**src/hw/shp_pkg.sv**
```systemverilog
`default_nettype none

// ****************************************************************
// Segment header packer shared definitions.
// ****************************************************************
package shp_pkg;

    // Field widths of the segment header, in header order.
    localparam int SRC_PORT_W = 16;
    localparam int DST_PORT_W = 16;
    localparam int SEG_TYPE_W = 3;
    localparam int HDR_LEN_W = 12;
    localparam int FLAG_W = 1;
    localparam int SERIAL_W = 16;
    localparam int SEG_NUM_W = 16;
    localparam int LAST_SEG_W = 16;

    // Header size in octets and in bits.
    localparam int HDR_OCTETS = 12;
    localparam int HDR_BITS = HDR_OCTETS * 8;

    // Index of the last header octet.
    localparam logic [3:0] LAST_HDR_IDX = 4'hB;

    // Index of the last bit within an octet.
    localparam logic [2:0] LAST_BIT_IDX = 3'h7;

    // Field values for one header, supplied by the upper layer.
    typedef struct packed {
        logic [SRC_PORT_W-1:0] src_port;
        logic [DST_PORT_W-1:0] dst_port;
        logic [SEG_TYPE_W-1:0] seg_type;
        logic [HDR_LEN_W-1:0] header_length_field;
        logic [FLAG_W-1:0] flag;
        logic [SERIAL_W-1:0] serial_num;
        logic [SEG_NUM_W-1:0] seg_num;
        logic [LAST_SEG_W-1:0] last_seg_num;
    } shp_fields_type;

    // One octet of the data portion with its end marker.
    typedef struct packed {
        logic [7:0] octet;
        logic last;
    } shp_data_type;

    // Packer states.
    typedef enum logic [1:0] {
        SHP_IDLE = 2'b00,
        SHP_HDR = 2'b01,
        SHP_DATA = 2'b10
    } shp_state_type;

endpackage : shp_pkg

`default_nettype wire

```
**src/hw/shp_packer.sv**
```systemverilog
`default_nettype none

// ****************************************************************
// Segment header packer.
// ****************************************************************
// Takes the field values of one segment header, packs them into a
// twelve-octet header and then forwards the data portion. Each octet
// leaves twice: as a parallel octet, numbered if a header octet, and as a serial
// bit stream, least significant bit first, one bit per cycle.
// A new octet is only loaded when the serialiser is free, so the
// parallel and serial views always match and the source is stalled
// by its ready signals.

// Operation
// (RULE_01) Field MSB goes to highest free bit.
// (RULE_02) Overflowing field bits continue into next octet.
// (RULE_03) Fields packed in order, no gaps.
// (RULE_04) Octets numbered consecutively from zero.
// (RULE_05) Header is exactly twelve octets, 0 to 11.
// (RULE_06) Segment number directly precedes last segment number.
// (RULE_07) Header octets passed on in ascending order.
// (RULE_08) Serial line sends bit 2^0 first.
// (RULE_09) Type 3, length 12, flag 1 bit.
// (RULE_10) Data portion follows header unchanged, in order.
module shp_packer
    import shp_pkg::*;
(
    // Clock and reset.
    input wire logic clk_sys,
    input wire logic rst_n,
    // Header field request from the upper layer.
    input wire logic hdr_valid,
    input wire shp_fields_type hdr_fields,
    output logic hdr_ready,
    // Data portion from the upper layer.
    input wire logic data_valid,
    input wire shp_data_type data_in,
    output logic data_ready,
    // Parallel octet stream to the lower layer.
    output logic oct_valid,
    output logic [7:0] oct_data,
    output logic [3:0] oct_num,
    output logic oct_is_hdr,
    output logic oct_last,
    // Serial line to the lower layer.
    output logic ser_bit,
    output logic ser_valid,
    output logic ser_first
);

    // ****************************************************************
    // State.
    // ****************************************************************

    // Packer state.
    shp_state_type state_q;
    // Packed header, first octet in the top bits.
    logic [HDR_BITS-1:0] hdr_q;
    // Number of the next header octet to load.
    logic [3:0] idx_q;
    // Octet being shifted out on the serial line.
    logic [7:0] shift_q;
    // Bit counter of the serial line.
    logic [2:0] bit_q;
    // Serialiser busy with an octet.
    logic busy_q;
    // Serialiser can take an octet this cycle.
    logic ser_free;
    // A header octet or a data octet is loaded this cycle.
    logic load_hdr;
    logic load_data;
    // Packed image of the fresh fields.
    logic [HDR_BITS-1:0] packed_fields;

    // Concatenation packs every field MSB first from the top with no
    // gap; octet n is bits [HDR_BITS-1-8n -: 8], so fields that
    // straddle octets continue at the next octet's MSB.
    // [RULE_01] [RULE_02] [RULE_03] [RULE_06] [RULE_09]
    assign packed_fields = {hdr_fields.src_port, hdr_fields.dst_port,
                            hdr_fields.seg_type, hdr_fields.header_length_field,
                            hdr_fields.flag, hdr_fields.serial_num,
                            hdr_fields.seg_num, hdr_fields.last_seg_num};

    // The serialiser is free when idle or on its last bit.
    assign ser_free = !busy_q || (bit_q == LAST_BIT_IDX);
    assign load_hdr = (state_q == SHP_HDR) && ser_free;
    // A data octet is only taken when the upper layer saw data_ready, so
    // the handshake and the load always agree.
    assign load_data = (state_q == SHP_DATA) && ser_free && data_valid && data_ready;

    // Ready terms are registered so outputs come from flip-flops.
    // They anticipate the next cycle's free slot.

    // ****************************************************************
    // Sequencing.
    // ****************************************************************

    // Walks idle, header and data phases and captures the fields.
    always_ff @(posedge clk_sys) begin
        if (!rst_n) begin
            state_q <= SHP_IDLE;
            hdr_q <= '0;
            idx_q <= 4'h0;
        end else begin
            unique case (state_q)
                // Accept fields once the previous segment has drained.
                SHP_IDLE: begin
                    if (hdr_valid && hdr_ready) begin
                        hdr_q <= packed_fields;
                        idx_q <= 4'h0; // [RULE_04]
                        state_q <= SHP_HDR;
                    end
                end
                // Load octets 0 to 11 in ascending order.
                SHP_HDR: begin
                    if (load_hdr) begin
                        hdr_q <= {hdr_q[HDR_BITS-9:0], 8'h00}; // [RULE_07]
                        idx_q <= idx_q + 4'h1; // [RULE_04]
                        if (idx_q == LAST_HDR_IDX) begin
                            state_q <= SHP_DATA; // [RULE_05]
                        end
                    end
                end
                // Forward data octets until the marked last one.
                SHP_DATA: begin
                    if (load_data && data_in.last) begin
                        state_q <= SHP_IDLE; // [RULE_10]
                    end
                end
                default: begin
                    state_q <= SHP_IDLE;
                end
            endcase
        end
    end

    // Registered ready signals toward the upper layer.
    always_ff @(posedge clk_sys) begin
        if (!rst_n) begin
            hdr_ready <= 1'b0;
            data_ready <= 1'b0;
        end else begin
            // Fields are taken only in idle, once, and with the line quiet, so
            // octet 0 always leaves two cycles after the fields are taken.
            hdr_ready <= (state_q == SHP_IDLE) && !busy_q && !(hdr_valid && hdr_ready);
            // Data ready promises a free serialiser in the next cycle; it drops
            // after each taken octet so one slot never takes two octets.
            data_ready <= 1'b0;
            if (state_q == SHP_DATA && !load_data) begin
                data_ready <= !busy_q || (bit_q >= LAST_BIT_IDX - 3'h1);
            end
            if (state_q == SHP_HDR && load_hdr && idx_q == LAST_HDR_IDX) begin
                data_ready <= 1'b0;
            end
        end
    end

    // ****************************************************************
    // Parallel octet output.
    // ****************************************************************

    // Presents each loaded octet for one cycle; header octets carry their number, data octets 0.
    always_ff @(posedge clk_sys) begin
        if (!rst_n) begin
            oct_valid <= 1'b0;
            oct_data <= 8'h00;
            oct_num <= 4'h0;
            oct_is_hdr <= 1'b0;
            oct_last <= 1'b0;
        end else begin
            oct_valid <= load_hdr || (load_data && data_ready);
            oct_last <= 1'b0;
            if (load_hdr) begin
                oct_data <= hdr_q[HDR_BITS-1 -: 8]; // [RULE_07]
                oct_num <= idx_q; // [RULE_04]
                oct_is_hdr <= 1'b1;
            end else if (load_data && data_ready) begin
                oct_data <= data_in.octet; // [RULE_10]
                oct_num <= 4'h0;
                oct_is_hdr <= 1'b0;
                oct_last <= data_in.last;
            end
        end
    end

    // ****************************************************************
    // Serial line.
    // ****************************************************************

    // Shifts each octet out least significant bit first.
    always_ff @(posedge clk_sys) begin
        if (!rst_n) begin
            shift_q <= 8'h00;
            bit_q <= 3'h0;
            busy_q <= 1'b0;
            ser_bit <= 1'b0;
            ser_valid <= 1'b0;
            ser_first <= 1'b0;
        end else if (load_hdr || (load_data && data_ready)) begin
            // Bit 2^0 leaves now, the rest wait in the shifter.
            if (load_hdr) begin
                ser_bit <= hdr_q[HDR_BITS-8]; // [RULE_08]
                shift_q <= {1'b0, hdr_q[HDR_BITS-1 -: 7]};
            end else begin
                ser_bit <= data_in.octet[0]; // [RULE_08]
                shift_q <= {1'b0, data_in.octet[7:1]};
            end
            ser_first <= load_hdr && (idx_q == 4'h0);
            ser_valid <= 1'b1;
            busy_q <= 1'b1;
            bit_q <= 3'h0;
        end else if (busy_q && bit_q != LAST_BIT_IDX) begin
            // Next bit towards 2^7.
            ser_bit <= shift_q[0]; // [RULE_08]
            shift_q <= {1'b0, shift_q[7:1]};
            bit_q <= bit_q + 3'h1;
            ser_first <= 1'b0;
        end else begin
            // Line idle after the octet's last bit.
            busy_q <= 1'b0;
            ser_valid <= 1'b0;
            ser_first <= 1'b0;
            ser_bit <= 1'b0;
            bit_q <= 3'h0;
        end
    end

endmodule : shp_packer

`default_nettype wire

```
**config.mk**
```make
export PLATFORM = sky130hd
export DESIGN_NAME = shp_packer
export DESIGN_NICKNAME = d
export VERILOG_FILES = /design/src/hw/shp_pkg.sv /design/src/hw/shp_packer.sv
export SDC_FILE = /design/constraint.sdc
export NUM_CORES = 1
export LEC_CHECK = 0
export ABC_AREA = 1
export BUFFER_PORTS_ARGS = -buffer_cell sky130_fd_sc_hd__buf_2
export CAP_MARGIN = 20
export CORE_UTILIZATION = 29
export CTS_BUF_LIST = sky130_fd_sc_hd__clkbuf_8
export DETAILED_ROUTE_END_ITERATION = 6
export SLEW_MARGIN = 20
export SYNTH_ARGS = -nofsm -noshare
export SYNTH_HDL_FRONTEND = slang
export SYNTH_SLANG_ARGS = --single-unit
```
**constraint.sdc**
```tcl
create_clock -name clk_sys -period 4.1 [get_ports clk_sys]
set_input_delay 0.205 -clock clk_sys [delete_from_list [all_inputs] [get_ports clk_sys]]
set_output_delay 0.205 -clock clk_sys [all_outputs]
set_load 0.02 [all_outputs]
```
==> results of run 1 <==
[per-stage QoR]
stage | util, % | cell area (µm²)
finish | 36.4 | 7160
global placement | 33.8 | 6640
global route | 36.4 | 7160
CTS | 36.3 | 7140
detailed placement | 33.8 | 6640
floorplan | - | 5860
[path summary, 6_finish.rpt]
kind / startpoint / to
max: bit_q[1] / hdr_q[71]
min: hdr_valid / hdr_ready
max reg2reg: bit_q[1] / hdr_q[71]
min reg2reg: bit_q[0] / bit_q[0]
[synth_stat cells (all sizes together)]
cell type	instances
nand2	347
nor2	194
dfxtp	132
o21ai	97
nand3	36
buf	31
clkbuf	24
a21oi	21
inv	19
ha	5
clkinv	2
nor3	2
[per-layer routing]
layer | wire (µm) | part of all wire (%) | vias up
li1 | - | - | 3063
met1 | 8250 | 51 | 2536
met2 | 7050 | 44 | 107
met3 | 650 | 4.0 | 10
met4 | 155 | 0.96 | 0
met5 | 0 | 0 | -
[area by class of cell]
cell class,count,area (µm²)
Clock buffer,21,289
Clock inverter,11,124
Fill cell,2209,12500
Inverter,21,80.1
Multi-Input combinational cell,702,2900
Sequential cell,132,2640
Tap cell,265,332
Timing Repair Buffer,144,796
[power by group]
group	switching [mW]	internal (mW)	total, mW
clock	0.533	0.608	1.14
sequential	0.0742	1.43	1.50
combinational	0.377	0.194	0.571
total	0.984	2.23	3.22
[cells by family (layout without fill, tap and decap cells)]
group,count (synthesis),after routing,synth area share [%]
compound gates,118,118,10.1
fa+ha+maj,5,5,1.07
buf+inv,76,197,5.51
flops,132,132,45.1
simple gates,579,579,38.3
[critical path: cells and delay by family, from the launching register on]
family	cells	cell delay [ns]
fa+ha+maj	2	0.32
simple gates	4	0.73
compound gates	1	0.21
flops	1	0.36
buf+inv	2	0.74
[repair_timing]
action                     CTS  global route
hold buffers                 9             0
buffers inserted             0             0
setup endpoints to repair    0             0
hold endpoints to repair     9             0
[flip-flops by register name, summed over array words and instances (netlist names), 2 cells and up]
register  count
bit_q         3
hdr_q        96
idx_q         4
oct_data      8
oct_num       4
shift_q       7
state_q       2
==> metrics.md, run 1 <==
| Metric | Value |
|---|---|
| Hold Path Depth | 4 |
| Most common cell after layout, fill and taps aside | nand2_1 |
| Max transition margin | 31.3% |
| Wirelength per Cell | ~12 µm |
| Worst Setup Path Type | reg2reg |
| Critical Path RT | between 4 and 5 ns |
| Skew final | between 0.01 and 0.015 ns |
| Initial Util | slightly below 30% |
| DPL Wire Length | just over 10 mm |
| Mapped cell area | between 5000 and 6000 µm² |
| RePlAce Congestion | 0.798 |
| Post-Syn Nets | 1,024 |
| GR Util met1 | between 20% and 30% |
| Ant diodes | 0 |
| Vias per cell | between 4 and 5 |
| Yosys top cell by area | dfxtp_1 |
| CTS buffer count | 17 |
| GR Overflow Total | 0 |
| Clk_lat worst skew | approximately 0.44 ns |
| Buffers added on ports | approximately 130 |
| Share of cells above drive strength 1 | between 15 and 20% |
| WL final | 16.1 mm |
| Min-Delay Path Class | in2reg |
| Maximum clock path buffer count | 2 |
| Synth area leaders | dfxtp_1, nand2_1, nor2_1 |
| Largest net degree at the start of global routing | 96 |
| Share of Yosys cell area claimed by the top area cell type | ~45% |
| GRT busiest layer | met2 |
| Slew of the pin with the lowest slew margin | about 1 ns |
| R2r setup slk | ~1.6 ns |
| Worst VDD drop | approximately 180 µV |
| Outcome | finished clean |
| Die area | 20,800 µm² |
| Core ar. | 19,700 µm² |
| Die height | about 140 µm |
| Unrepaired setup endpoints after global routing | false |
| CTS clk-pin slew, worst paths | ~0.080 ns |
| Sequential area share after synthesis | between 40% and 50% |
| DRC Markers | 0 |
| Pwr per Cell Area | 449 nW/µm² |
| Syn Inst Count | 910 |
| Nature of the critical path endpoint | flip-flop |
| Max-Cap Viols | 0 |
| Final Critical Period | approximately 2.5 ns |
| Worst EP arrival | 2.90 ns |
| CTS tree | yes |
| Placed cell count | approximately 1,300 |
| Highest-delay cell along the critical path | buf_4 |
| Fin cells | 1,296 |
| NumNets Final | around 1,100 |
| Final setup vio count | 0 |
| First-pass GRT wire length | 26.2 mm |
| R2R depth | 9 |
| Pre-CTS setup slack | 1.13 ns |
| Met2 Track Usage GR | between 20 and 25% |
| Smallest hold slack | ~0.04 ns |
| Clk sinks | around 130 |
| Final Hold Viols | 0 |
| Yosys cell types | 19 |
| Vias | 5,716 |
| Vias in the first global route | roughly 5,300 |
| H-tree levels | 4 |
| CP Launch Type | flip-flop |
| Critical path, cell by cell | ha_1 -> ha_1 -> inv_1 -> nand2_2 -> nand2_2 -> nand2_2 -> buf_4 -> o21ai_0 -> nor2_1 |
| FP Rows | between 50 and 60 |
| Synthesized flop and latch total | ~130 |
| Final WS setup | between 1.5 and 2 ns |
| Met3 usage | 3.68% |
| IO Pins | approximately 130 |
| Most frequent cells in the layout | nand2_1, nor2_1, dfxtp_1 |
| Number of gates resized after CTS | 0 |
| Critical path's most frequent cell | nand2_2 |
| Total track usage | between 10% and 20% |
| Overall power | between 3 and 4 mW |
| Post-synthesis area per instance | between 6 and 7 µm² |
| Max Clk Rate | between 0.3 and 0.4 GHz |
| DR iter-0 viols | 285 |
| Pre-Repair DR Iteration Count | 4 |
| Fin crit share | approximately three fifths |
| P&R area growth vs syn | 22.2% |
| Setup TNS Final | 0 ns |
| Leak | approximately 3.6 nW |
| ANT nets after route | 0 |
| Ys Warns | 0 |
| Slowest stage delay, CP | 0.69 ns |
| Pins over their slew limit | 0 |
| Initial antenna violation count | 0 |
| CP Max Fanout | 94 |
| Die Width | 144 µm |
| Clock root cell | clkbuf_8 |
No activity file was read; power rests on OpenSTA's default activity.
==> run 2: changes to the inputs <==
Settings changed: ABC_AREA 1 to 0.
Clock period 4.1 ns to 2.1 ns, I/O delays scaled along.
==> run 2 against run 1 <==
  * Via count down 2.1%
  * Sequential cell count unchanged
  * Cell count down 9.6%
  * Critical endpoint is now ser_bit
  * Highest routed layer unchanged
==> metrics.md, run 2 <==
| Metric | Value |
|---|---|
| Outcome | finished clean |
| Core ar. | 19,000 µm² (-3.6%) |
| Slew of the pin with the lowest slew margin | 1.01 ns (-0.0224 ns) |
| Fin crit share | 91.6% (+30 points) |
| DRC Markers | 0 (unchanged) |
| Clk_lat worst skew | 0.45 ns (about the same) |
| Leak | 3.24 nW (-11%) |
| Most common cell after layout, fill and taps aside | nand2_1 |
| Buffers added on ports | 128 (unchanged) |
| H-tree levels | 4 (unchanged) |
| ANT nets after route | 0 (unchanged) |
| Synthesized flop and latch total | 132 (unchanged) |
| R2R depth | 6 (-3) |
| Nature of the critical path endpoint | flip-flop |
| Hold_sp | data_in[6] |
| Skew final | 0.0179 ns (+0.00490 ns) |
| Placed cell count | 1,038 (-17%) |
| Worst VDD drop | 431 µV (+130%) |
| Sequential area share after synthesis | 46.5% (+1.4 points) |
| CTS buffer count | 17 (unchanged) |
| Syn Inst Count | 694 (-24%) |
| First-pass GRT wire length | 25.9 mm (-1.0%) |
| Yosys cell types | 36 (+17) |
| Largest regs | hdr_q (96), oct_data (8), shift_q (7) |
| Reg2Reg Launch Point | bit_q[0] |
| Wirelength per Cell | 14.1 µm (+14%) |
| Pwr per Cell Area | 808 nW/µm² (+80%) |
| Final setup vio count | 0 (unchanged) |
| Mapped cell area | 5690 µm² (-3.0%) |
| Share of cells above drive strength 1 | 22.5% (+5.4 points) |
| Hold Path Depth | 3 (-1) |
| Clk sinks | 132 (unchanged) |
| Max-Cap Viols | 0 (unchanged) |
| NumNets Final | 1,013 (-11%) |
| Number of synthesized flops with an enable pin | 0 (unchanged) |
| Number of flip-flops in the largest register | 96 (unchanged) |
| Ys Warns | 0 (unchanged) |
| Die area | 20,200 µm² (-2.9%) |
| P&R area growth vs syn | 41.4% |
| RePlAce Congestion | 0.760 (-4.7%) |
| Largest net degree at the start of global routing | 76 (-21%) |
| Synth top cells by count | nand2_1, dfxtp_1, nor2_1, a311oi_1, clkbuf_1 |
| Die height | 142 µm (-1.5%) |
| Max Clk Rate | 0.520 GHz (+31%) |
| Post-synthesis area per instance | 8.19 µm² (+27%) |
| GR Overflow Total | 0 (unchanged) |
| Hold worst-path end | oct_data[5] |
| Vias | 5,595 (-2.1%) |
| WL final | 16.5 mm (+2.7%) |
| Initial antenna violation count | 0 (unchanged) |
| R2r setup slk | 0.18 ns (-1.40 ns) |
| Ant diodes | 0 (unchanged) |
| Final Hold Viols | 0 (unchanged) |
| Most frequent cells in the layout | nand2_1, dfxtp_1, buf_2 |
| CTS clk-pin slew, worst paths | 0.09 ns (about the same) |
| Min-Delay Path Class | in2reg |
| CP Launch Type | flip-flop |
| Worst EP arrival | 2.30 ns (-0.60 ns) |
| Max transition margin | 32.6% (+1.2 points) |
| Number of setup buffers added after CTS | 0 (unchanged) |
| Initial Util | 30.0% (+0.17 points) |
| Reg with most FFs | hdr_q |
| Post-Syn Nets | 808 (-21%) |
| Prevailing post-synth register cell | dfxtp_1 |
| FP Rows | 50 (-2.0%) |
| Fin cells | 1,172 (-9.6%) |
| Worst Setup Path Type | reg2reg |
| Final Critical Period | 1.92 ns (-0.598 ns) |
| Vias in the first global route | 5,295 (-0.60%) |
| Unrepaired setup endpoints after global routing | false |
| Critical Path RT | 2.47 ns (-2.00 ns) |
| DPL Wire Length | 10.4 mm (+2.2%) |
| Vias per cell | 4.77 (+8.2%) |
| R2r endpoint | ser_bit |
| Pins over their slew limit | 0 (unchanged) |
| Fill count | 1,928 (-13%) |
| Setup TNS Final | 0 ns (unchanged) |
| CTS tree | yes |
| Maximum clock path buffer count | 2 (unchanged) |
| Pre-Repair DR Iteration Count | 4 (unchanged) |
| Synth area leaders | dfxtp_1, nand2_1, a311oi_1 |
| DR iter-0 viols | 239 (-16%) |
| Most common cell in the netlist | nand2_1 |
| Post-synthesis async set-or-reset flop share | 0% (unchanged) |
| CP Max Fanout | 13 (-86%) |
| Yosys top cell by area | dfxtp_1 |
| Total track usage | 16.4% (+0.31 points) |
| IO Pins | 129 (unchanged) |
| Die Width | 142 µm (-1.5%) |
| Clock root cell | clkbuf_8 |
| Share of Yosys cell area claimed by the top area cell type | 46.5% (+1.4 points) |
-- run 2: what timing repair did --
item / in CTS / in global routing
hold endpoints to repair: 106 / 0
hold buffers: 102 / 0
endpoints found under the setup margin: 0 / 81
resized for setup: 0 / 1
-- run 2: logic make-up (layout without fill, tap and decap cells) --
kind of cell	Yosys count	count (layout)	synth area share [%]
and+or+nand+nor	335	335	23.5
AOI/OAI and AO/OA	152	152	23.2
DFF	132	132	46.5
buffers and inverters	69	287	5.52
adders and majority gates	5	5	1.10
muxes	1	1	0.198
-- run 2: how the worst max path moves through the flow --
| stage | startpoint | endpoint | slack [ns] | cells after the start |
|---|---|---|---|---|
| 2_1_floorplan | bit_q[0] | hdr_q[67] | 0.31 | 8 |
| 3_3_place_gp | bit_q[0] | shift_q[2] | 0.12 | 7 |
| 3_5_place_dp | bit_q[0] | hdr_q[73] | 0.08 | 7 |
| 4_1_cts | bit_q[1] | hdr_q[73] | 0.06 | 7 |
| 5_1_grt | bit_q[1] | ser_bit | 0.01 | 6 |
| 6_report | bit_q[0] | ser_bit | 0.18 | 6 |
-- run 2: power by group --
group / switching, mW / internal [mW] / leakage (nW)
clock network: 1.04 / 1.20 / 0.206
registers: 0.155 / 2.78 / 1.08
logic: 0.722 / 0.607 / 1.95
-- run 2: per-layer routing --
layer | vias up | part of all wire (%) | global-route usage [%] | routed length (µm)
li1 | 2847 | - | - | -
met1 | 2596 | 47 | 20.7 | 7720
met2 | 135 | 47 | 27.2 | 7820
met3 | 17 | 4.3 | 3.80 | 719
met4 | 0 | 1.7 | 5.77 | 279
met5 | - | 0 | 0 | 0
-- run 2: layout make-up --
| type | instances | area (µm²) | share of cell area [%] |
|---|---|---|---|
| Inverter | 5 | 21.3 | 0.265 |
| Tap cell | 260 | 325 | 4.05 |
| Timing Repair Buffer | 250 | 1890 | 23.5 |
| Clock buffer | 18 | 248 | 3.08 |
| Multi-Input combinational cell | 493 | 2760 | 34.3 |
| Sequential cell | 132 | 2640 | 32.9 |
| Clock inverter | 14 | 163 | 2.02 |
-- run 2: through the flow --
stage / power (mW) / hold WS (ns) / utilization [%] / area [µm²] / setup slack [ns]
5_1_grt: 6.86 / 0.0503 / 42.4 / 8040 / 0.0113
2_1_floorplan: 3.81 / 0.223 / - / 5690 / 0.311
6_report: 6.50 / 0.0759 / 42.4 / 8040 / 0.176
4_1_cts: 6.57 / 0.0520 / 42.4 / 8040 / 0.0554
3_5_place_dp: 4.18 / 0.349 / 34.9 / 6610 / 0.0759
3_3_place_gp: 4.16 / 0.351 / 34.9 / 6610 / 0.118
-- run 2: worst max-delay path, stage by stage (launching register included) --
cell and delay [ns]:
dfxtp_1 0.36, ha_1 0.16, ha_1 0.15, nor2b_1 0.06, nor2_1 0.77, a22oi_1 0.16, a21oi_1 0.20
